File: src/act_consts.vh
`ifndef ACT_CONSTS_VH
`define ACT_CONSTS_VH
// Register indices; the byte address on the bus is four times the index
`define ACT_IDX_FLAG 8'h0c
`define ACT_IDX_CNT_LO 8'h0e
`define ACT_IDX_CNT_HI 8'h0f
`define ACT_IDX_CTRL 8'h10
`define ACT_IDX_ENABLE 8'h8c
// Control register fields
`define ACT_CTRL_RUN 0
`define ACT_CTRL_SRC 1
`define ACT_CTRL_NOSYNC 2
`define ACT_CTRL_OSC 3
`define ACT_CTRL_PS_LO 4
`define ACT_CTRL_PS_HI 5
`define ACT_CTRL_MASK 8'h3f
`define ACT_CTRL_RESET 8'h00
// Flag and enable registers
`define ACT_OVF_BIT 0
`define ACT_FLAG_RESET 8'h00
`define ACT_ENABLE_RESET 8'h00
`endif

File: src/act_timer.v
// Added by the designer: register access over Avalon-MM.
`timescale 1ns/1ps
// What this block does
// - Sync-disable bit counts raw external edges unsynchronised
// - Unsynchronised counting continues during halt
// - Overflow interrupt in unsynchronised mode wakes processor
// - No capture/compare time base when unsynchronised
// - Byte reads while running return valid values
// - Stop counter before writing; write wins increment
// - Counter held as high/low bytes, unreset
// - Control: prescale 5:4, osc 3, sync 2, source 1, run 0
// - Unused bits read zero; control cleared only at power-on
`include "act_consts.vh"

module act_timer #(
   parameter CNT_W = 16,
   parameter PS_W = 3
) (
   input wire clock,
   input wire rst,
   input wire softRst,
   input wire [9:0] avsAddress,
   input wire avsRead,
   input wire avsWrite,
   input wire [31:0] avsWriteData,
   input wire [3:0] avsByteEnable,
   output reg [31:0] avsReadData,
   output wire avsWaitrequest,
   input wire extClkIn,
   input wire sleepIn,
   output wire oscEnable,
   output wire irq,
   output wire wakeReq,
   output reg [CNT_W-1:0] timeBase,
   output wire timeBaseValid
);

   reg ackR_r;
   reg [7:0] ctrl_r;
   reg ovfEnable_r;
   reg [CNT_W-1:0] count_r;
   reg [31:0] readNxt;
   wire ovfFlag;
   wire rawEdge;
   wire syncEdge;
   wire extSync;
   wire psDone;

   wire req = avsRead | avsWrite;
   wire ack = req & ackR_r;
   wire [7:0] idx = avsAddress[9:2];
   wire wrLane = avsWrite & ack & avsByteEnable[0];
   wire [7:0] wrByte = avsWriteData[7:0];
   wire wrCtrl = wrLane & (idx == `ACT_IDX_CTRL);
   wire wrLo = wrLane & (idx == `ACT_IDX_CNT_LO);
   wire wrHi = wrLane & (idx == `ACT_IDX_CNT_HI);
   wire wrEn = wrLane & (idx == `ACT_IDX_ENABLE);
   wire rdFlag = avsRead & ack & (idx == `ACT_IDX_FLAG);

   wire runOn = ctrl_r[`ACT_CTRL_RUN];
   wire extSrc = ctrl_r[`ACT_CTRL_SRC];
   wire noSync = ctrl_r[`ACT_CTRL_NOSYNC];
   wire asyncMode = extSrc & noSync;
   wire [1:0] psSel = {ctrl_r[`ACT_CTRL_PS_HI], ctrl_r[`ACT_CTRL_PS_LO]};

   // Raw edge skips the synchroniser so counting is free of phase clocks
   act_edge_det #(
      .IDLE(1'b0)
   ) u_rawEdge (
      .clock(clock),
      .rst(rst),
      .din(extClkIn),
      .rise(rawEdge)
   );

   act_sync2 u_extSync (
      .clock(clock),
      .rst(rst),
      .din(extClkIn),
      .dout(extSync)
   );

   act_edge_det #(
      .IDLE(1'b0)
   ) u_syncEdge (
      .clock(clock),
      .rst(rst),
      .din(extSync),
      .rise(syncEdge)
   );
   // Synchronised and internal sources stop while the core is halted
   wire srcTick = asyncMode ? rawEdge :
      (sleepIn ? 1'b0 : (extSrc ? syncEdge : 1'b1));
   // Divider restarts on a counter byte write and while stopped
   act_prescaler #(
      .PS_W(PS_W)
   ) u_prescale (
      .clock(clock),
      .rst(rst),
      .clear(wrLo | wrHi | ~runOn),
      .tick(srcTick),
      .sel(psSel),
      .done(psDone)
   );
   wire incr = runOn & srcTick & psDone;
   wire rollover = incr & (&count_r);

   // One wait state: data and write effect land on the edge waitrequest is low
   assign avsWaitrequest = req & ~ackR_r;
   assign oscEnable = ctrl_r[`ACT_CTRL_OSC];
   assign irq = ovfFlag & ovfEnable_r;
   assign wakeReq = irq & sleepIn & asyncMode;
   assign timeBaseValid = ~asyncMode;

   always @* begin
      readNxt = 32'h00000000;
      case (idx)
         `ACT_IDX_FLAG: readNxt[`ACT_OVF_BIT] = ovfFlag;
         `ACT_IDX_ENABLE: readNxt[`ACT_OVF_BIT] = ovfEnable_r;
         // Reads come from the live counter in the clock domain, never torn
         `ACT_IDX_CNT_LO: readNxt[7:0] = count_r[7:0];
         `ACT_IDX_CNT_HI: readNxt[7:0] = count_r[15:8];
         `ACT_IDX_CTRL: readNxt[7:0] = ctrl_r & `ACT_CTRL_MASK;
         default: readNxt = 32'h00000000;
      endcase
   end

   always @(posedge clock or posedge rst) begin
      if (rst) begin
         ackR_r <= 1'b0;
         avsReadData <= 32'h00000000;
      end else begin
         ackR_r <= req & ~ackR_r;
         if (avsRead & ~ackR_r) begin
            avsReadData <= readNxt;
         end
      end
   end

   // Control survives other resets; only power-on clears it
   always @(posedge clock or posedge rst) begin
      if (rst) begin
         ctrl_r <= `ACT_CTRL_RESET;
      end else if (wrCtrl) begin
         ctrl_r <= wrByte & `ACT_CTRL_MASK;
      end
   end

   // Only a flag already returned is cleared, so a set during the wait state survives
   act_sticky u_ovfFlag (
      .clock(clock),
      .rst(rst),
      .softClr(softRst),
      .set(rollover),
      .rdClr(rdFlag & avsReadData[`ACT_OVF_BIT]),
      .flag(ovfFlag)
   );

   always @(posedge clock or posedge rst) begin
      if (rst) begin
         ovfEnable_r <= 1'b0;
      end else if (softRst) begin
         ovfEnable_r <= 1'b0;
      end else if (wrEn) begin
         ovfEnable_r <= wrByte[`ACT_OVF_BIT];
      end
   end

   // No reset: counter bytes are unknown at power-on, kept across resets
   always @(posedge clock) begin
      if (wrLo | wrHi) begin
         // Write wins over a coincident increment, so the result is defined
         if (wrLo) begin
            count_r[7:0] <= wrByte;
         end
         if (wrHi) begin
            count_r[15:8] <= wrByte;
         end
      end else if (incr) begin
         count_r <= count_r + 16'h0001;
      end
   end

   // Time base is offered only while counting synchronised
   always @(posedge clock or posedge rst) begin
      if (rst) begin
         timeBase <= {CNT_W{1'b0}};
      end else if (~asyncMode) begin
         timeBase <= count_r;
      end
   end

endmodule

// Two-flop synchroniser; nothing but the second stage is read outside
module act_sync2 (
   input wire clock,
   input wire rst,
   input wire din,
   output wire dout
);

   reg meta_r;
   reg stage_r;

   assign dout = stage_r;

   always @(posedge clock or posedge rst) begin
      if (rst) begin
         meta_r <= 1'b0;
         stage_r <= 1'b0;
      end else begin
         meta_r <= din;
         stage_r <= meta_r;
      end
   end

endmodule

// Rising-edge detector; history resets to the idle level so reset makes no false edge
module act_edge_det #(
   parameter [0:0] IDLE = 1'b0
) (
   input wire clock,
   input wire rst,
   input wire din,
   output wire rise
);

   reg prev_r;

   assign rise = din & ~prev_r;

   always @(posedge clock or posedge rst) begin
      if (rst) begin
         prev_r <= IDLE;
      end else begin
         prev_r <= din;
      end
   end

endmodule

// Edge divider for ratios 1, 2, 4 and 8; done marks the edge that counts
module act_prescaler #(
   parameter PS_W = 3
) (
   input wire clock,
   input wire rst,
   input wire clear,
   input wire tick,
   input wire [1:0] sel,
   output wire done
);

   reg [PS_W-1:0] count_r;
   reg [PS_W-1:0] limit;
   integer i;

   assign done = (count_r == limit);

   // Limit is 2**sel - 1, built bit by bit to avoid a wide shift result
   always @* begin
      limit = {PS_W{1'b0}};
      for (i = 0; i < PS_W; i = i + 1) begin
         limit[i] = (i < sel);
      end
   end

   always @(posedge clock or posedge rst) begin
      if (rst) begin
         count_r <= {PS_W{1'b0}};
      end else if (clear) begin
         count_r <= {PS_W{1'b0}};
      end else if (tick) begin
         count_r <= done ? {PS_W{1'b0}} : count_r + {{(PS_W-1){1'b0}}, 1'b1};
      end
   end

endmodule

// Sticky event bit; other reset clears it first, then a set beats a read clear
module act_sticky (
   input wire clock,
   input wire rst,
   input wire softClr,
   input wire set,
   input wire rdClr,
   output wire flag
);

   reg flag_r;

   assign flag = flag_r;

   always @(posedge clock or posedge rst) begin
      if (rst) begin
         flag_r <= 1'b0;
      end else if (softClr) begin
         flag_r <= 1'b0;
      end else if (set) begin
         flag_r <= 1'b1;
      end else if (rdClr) begin
         flag_r <= 1'b0;
      end
   end

endmodule

File: config.mk
export PLATFORM = sky130hd
export DESIGN_NAME = act_timer
export DESIGN_NICKNAME = d
export VERILOG_FILES = /design/src/act_timer.v
export VERILOG_INCLUDE_DIRS = /design/src
export SDC_FILE = /design/constraint.sdc
export NUM_CORES = 1
export LEC_CHECK = 0
export BUFFER_PORTS_ARGS = -buffer_cell sky130_fd_sc_hd__buf_2
export CAP_MARGIN = 20
export CORE_MARGIN = 1.5
export CORE_UTILIZATION = 53
export CTS_CLUSTER_DIAMETER = 120
export DETAILED_ROUTE_END_ITERATION = 8
export MAX_ROUTING_LAYER = met4
export PLACE_DENSITY_LB_ADDON = 0.25
export SETUP_SLACK_MARGIN = 0.05
export SYNTH_ARGS = -nofsm -noshare
export SYNTH_HDL_FRONTEND = slang
export SYNTH_SLANG_ARGS = --single-unit
File: constraint.sdc
create_clock -name clock -period 5 [get_ports clock]
set_clock_uncertainty 0.05 [all_clocks]
set_input_delay 1 -clock clock [delete_from_list [all_inputs] [get_ports clock]]
set_output_delay 1 -clock clock [all_outputs]
set_load 0.01 [all_outputs]
==> qor.yml, run 1 <==
status: "complete, no violations"
synth_edf_count: 16
synth_flop_cell: "dfrtp_1"
cts_sinks: 55
relSlewSlack: 0.393
synth_area_per_cell_um2: 11.1
die_w_um: 77.1
end_kind: "register"
numPlacedInstances: 378
n_antenna_cell: 0
finalWirelength_mm: 5.96
drive_above_1_share: 0.278
multi_input_area_um2: 1310
fin_nets: 370
seqCellArea_um2: 1460
clock_path_buffers: 2
synth.distinct_cells: 47
syn_to_final_growth_pct: 11.3
netlist_area_um2: 2910
gp_congestion: 0.804
syn_inst: 262
postCtsSetupBuffers: 0
ant_nets: 0
dp_hpwl_mm: 4.40
tns_ns: 0
ys_seq_area_frac: 0.500
met3WireLength_um: 409
setup_slack_ns: 1.97
grt_pass1_vias: 1960
path_clk_slew_ns: 0.09
min_period_ns: 3.03
hold_path.class: "reg -> reg"
dieArea_um2: 5950
num_vias: 2130
powerDensity_nw_per_um2: 252
drv_slew: 0
cts_buffers: 5
cts_tree: "built"
ir_drop_v: 0.000158
rows: 26
finalHoldViolations: 0
final-instance-count-excl-fill: 386
grt_max_degree: 40
wire_per_inst_um: 15.4
port-buffer-count: 52
ys_ff_latch: 55
core_um2: 5200
cts_root_buf: "clkbuf_8"
drt_iter0_drc: 181
clock.fmax_mhz: 330
fp.dieH_um: 77.1
pre_cts_ws_ns: 1.69
p_total_uw: 816
worstPathRequired_ns: 4.88
grt_pass1_wl_mm: 9.74
rsz0062_at_grt: "false"
cts.hold.buffers_added: 0
clk_latency_ns: 0.30
io_pins: 106
yosysWarnings: 0
setup_viol: 0
drc: 0
grtUsageTotal: 0.214
async_reset_ff_frac: 0.709
worst_pin_slew_ns: 0.910
antenna_found_initial: 0
routed_via_density: 5.52
grt-ovfl-total: 0
highest_layer: "met4"
leakagePower_nw: 1.41
criticalPathCategory: "in -> reg"
floorplan.initialDensity: 0.560
finalCritPeriodShare: 0.605
cp_max_fo: 27
met2_length_mm: 2.73
wl_met1_mm: 2.74
nFillCells: 458
dr.pass1.iters: 4
cp_data_arrival_time_ns: 2.90
critPathLaunchType: "primary input"
htree_levels: 2
ctsResizeCount: 0
max_cap_viol_count: 0
-- report_power, final --
part,switching (mW),leakage (nW),internal [mW]
combinational,0.0392,0.715,0.0204
clock,0.137,0.0556,0.147
sequential,0.00520,0.639,0.468
-- kinds of logic (layout without fill, tap and decap cells) --
family                     after synthesis  count (layout)  synth area share
AOI/OAI and AO/OA                       43              43            0.0889
xor gates and xnor gates                14              14            0.0421
adders and majority gates                2               2           0.00859
buffers and inverters                   32              63            0.0786
DFF                                     55              55             0.500
muxes                                   29              29             0.117
other                                    1              24           0.00129
and+or+nand+nor                         86              86             0.163
-- layout by cell type (no fill, tap or decap), types with 9 or more instances in the layout --
cell,n
edfxtp_1,16
mux2_2,17
nand3_1,9
dfrtp_1,39
nor2_1,24
conb_1,24
nand2_1,19
a21oi_1,20
buf_2,52
-- through the flow --
step / utilization / area [um^2] / hold slack [ns]
2_1_floorplan: - / 3000 / 0.296
3_3_place_gp: 0.602 / 3130 / 0.309
3_5_place_dp: 0.602 / 3130 / 0.305
4_1_cts: 0.623 / 3240 / 0.330
5_1_grt: 0.623 / 3240 / 0.344
6_report: 0.623 / 3240 / 0.326
-- layout make-up --
type                            count  area share
Clock inverter                      3      0.0120
Timing Repair Buffer               53      0.0826
Clock buffer                        5      0.0212
Sequential cell                    55       0.449
Multi-Input combinational cell    198       0.405
Inverter                            2     0.00232
Tap cell                           70      0.0270
-- cells in the mapped netlist, drive strengths merged (2+ instances only) --
library cell  count  share of area
dfrtp            39           0.34
buf              29          0.075
nor2             24          0.031
mux2             23          0.097
nand2            21          0.034
a21oi            20          0.034
edfxtp           16           0.16
nand3             9          0.015
xnor2             7          0.021
xor2              7          0.021
mux2i             6          0.021
nor3              6          0.010
a22oi             5          0.013
o21ai             5         0.0086
nor4b             4          0.014
o22ai             4         0.0086
and2              3         0.0064
o31ai             3         0.0077
a32o              2         0.0069
and3              2         0.0047
and4              2         0.0060
ha                2         0.0086
inv               2         0.0026
nand2b            2         0.0043
nand3b            2         0.0052
nand4             2         0.0043
nor2b             2         0.0043
nor4              2         0.0095
o211ai            2         0.0052
-- per-layer routing --
metal	up-vias	global-route usage
li1	1002	-
met1	1025	0.296
met2	95	0.328
met3	8	0.0369
met4	0	0.0582
met5	-	-
-- flip-flops by register name (all words and copies together), names as in the netlist, 3 cells and up --
register and flops:
avsReadData 8, timeBase 16, u_prescale.count_r 3, ctrl_r 6
count_r 16
-- worst max-delay path: stages --
cell	delay [ns]
buf_2	0.10
and3b_1	0.22
and2_1	0.18
nand2_2	0.39
nand2_1	0.25
o22ai_1	0.76
-- final timing paths --
kind | from | to | slack, ns | depth (start not counted)
max in group asynchronous | rst | timeBase[6]$_DFFE_PP0P_ | 3.80 | 3
worst max-delay path | avsAddress[4] | count_r[2]$_DFFE_PP_ | 1.97 | 6
min in group asynchronous | rst | u_ovfFlag.flag$_DFFE_PP0P_ | 0.75 | 3
worst min-delay path | u_extSync.dout$_DFF_PP0_ | u_syncEdge.prev_r$_DFF_PP0_ | 0.33 | 0
worst min register to register | u_extSync.dout$_DFF_PP0_ | u_syncEdge.prev_r$_DFF_PP0_ | 0.33 | 0
worst max register to register | ackR_r$_DFF_PP0_ | count_r[2]$_DFFE_PP_ | 2.49 | 4
(Power assumes the default switching activity.)
==> run 2: changes to the inputs <==
--- a/config.mk
+++ b/config.mk
@@ -9,7 +9,7 @@
 export BUFFER_PORTS_ARGS = -buffer_cell sky130_fd_sc_hd__buf_2
 export CAP_MARGIN = 20
 export CORE_MARGIN = 1.5
-export CORE_UTILIZATION = 53
+export CORE_UTILIZATION = 50
 export CTS_CLUSTER_DIAMETER = 120
 export DETAILED_ROUTE_END_ITERATION = 8
 export MAX_ROUTING_LAYER = met4
==> constraint.sdc (replaced) <==
create_clock -name clock -period 2.8 [get_ports clock]
set_clock_uncertainty 0.05 [all_clocks]
set_input_delay 0.56 -clock clock [delete_from_list [all_inputs] [get_ports clock]]
set_output_delay 0.56 -clock clock [all_outputs]
set_load 0.01 [all_outputs]
==> qor.yml, run 2 (same netlist as run 1, synthesis figures left out) <==
drc: 0
num_vias: 2170
ant_nets: 0
die_w_um: 79.3
n_antenna_cell: 0
io_pins: 106
cts_root_buf: "clkbuf_8"
post_dp_cell_area_um2: 3170
max_cap_viol_count: 0
grtUsageTotal: 0.215
nFillCells: 522
cts_buffers: 5
wire_per_inst_um: 15.5
worst_pin_slew_ns: 0.511
tns_ns: 0
cp_data_arrival_time_ns: 1.38
leakagePower_nw: 1.42
finalWirelength_mm: 6.09
dp_hpwl_mm: 4.60
final_common_cell: "buf_2"
grt_max_degree: 40
core_um2: 5570
ir_drop_v: 0.000262
grt_pass1_vias: 2022
utilization: 0.585
status: "complete, no violations"
setup_viol: 0
whs_ns: 0.311
finalCritPeriodShare: 0.711
ctsResizeCount: 0
clock_path_buffers: 2
grt-ovfl-total: 0
dieArea_um2: 6290
drt_iter0_drc: 122
cp_max_fo: 9
hold_path.class: "in -> async"
rows: 27
relSlewSlack: 0.659
end_kind: "output pin"
antenna_found_initial: 0
gp_congestion: 0.842
final_cell_mix: "buf_2, dfrtp_1, nor2_1, conb_1, a21oi_1"
clk_latency_ns: 0.30
p_total_mw: 1.39
fin_nets: 375
largestRegisters: "count_r: 16 flops, timeBase: 16 flops, avsReadData: 8 flops"
cts_tree: "built"
criticalPathCategory: "reg -> out"
drive_above_1_share: 0.290
min_period_ns: 1.99
rsz0062_at_grt: "false"
postCtsSetupBuffers: 0
clock.fmax_mhz: 502
path_clk_slew_ns: 0.10
final_area_um2: 3260
cts_sinks: 55
pre_cts_ws_ns: 0.599
powerDensity_nw_per_um2: 426
port-buffer-count: 52
htree_levels: 2
drv_slew: 0
setup_slack_ns: 0.808
critPathLaunchType: "register"
floorplan.initialDensity: 0.523
finalHoldViolations: 0
worstPathRequired_ns: 2.19
final-instance-count-excl-fill: 393
numPlacedInstances: 385
grt_pass1_wl_mm: 10.1
routed_via_density: 5.52
dr.pass1.iters: 4
syn_to_final_growth_pct: 11.9
fp.dieH_um: 79.3
cts.hold.buffers_added: 0
run 2: cell types whose count changed in the layout (fill, tap and decap cells not counted):
cell | previous run | this run
clkbuf_1 | 0 | 1
clkinvlp_4 | 0 | 1
buf_4 | 1 | 6
clkinv_1 | 1 | 0
bufinv_16 | 1 | 0
run 2: critical path: stages (launching register included):
cell     delay (ns)
dfrtp_1        0.44
nand2_1        0.31
nor2_1         0.19
buf_2          0.14
run 2: final cells by class:
cell class / count / area (um^2) / share of cell area
flip-flops and latches: 55 / 1460 / 0.447
multi-input cells: 198 / 1310 / 0.403
repair buffers: 58 / 305 / 0.0937
well taps: 72 / 90.1 / 0.0276
clock buffers: 6 / 72.6 / 0.0223
clock inverters: 2 / 12.5 / 0.00384
inverters: 2 / 7.51 / 0.00230
run 2: path summary, 6_finish.rpt:
kind | startpoint | endpoint | slack [ns] | cells past startpoint
setup / recovery | ctrl_r[2]$_DFFE_PP0P_ | wakeReq | 0.81 | 3
hold / removal | rst | u_syncEdge.prev_r$_DFF_PP0_ | 0.31 | 3
setup reg to reg | u_prescale.count_r[2]$_DFFE_PP0P_ | count_r[4]$_DFFE_PP_ | 0.82 | 5
hold reg to reg | u_extSync.meta_r$_DFF_PP0_ | u_extSync.dout$_DFF_PP0_ | 0.33 | 0
max in group asynchronous | rst | timeBase[15]$_DFFE_PP0P_ | 2.03 | 3
min in group clock | extClkIn | u_extSync.meta_r$_DFF_PP0_ | 0.32 | 1
run 2: layer usage:
| layer | GRT usage | vias to the layer above | part of all wire |
|---|---|---|---|
| met4 | 0.0649 | 0 | 0.014 |
| met1 | 0.302 | 1076 | 0.46 |
| met2 | 0.322 | 79 | 0.47 |
| met5 | - | - | 0 |
| li1 | - | 1007 | - |
| met3 | 0.0333 | 8 | 0.064 |
run 2: report_power, final:
part	switching [mW]	internal (mW)	total, mW
Combinational	0.0702	0.0380	0.108
Sequential	0.00972	0.835	0.845
Clock	0.257	0.176	0.433
Total	0.337	1.05	1.39
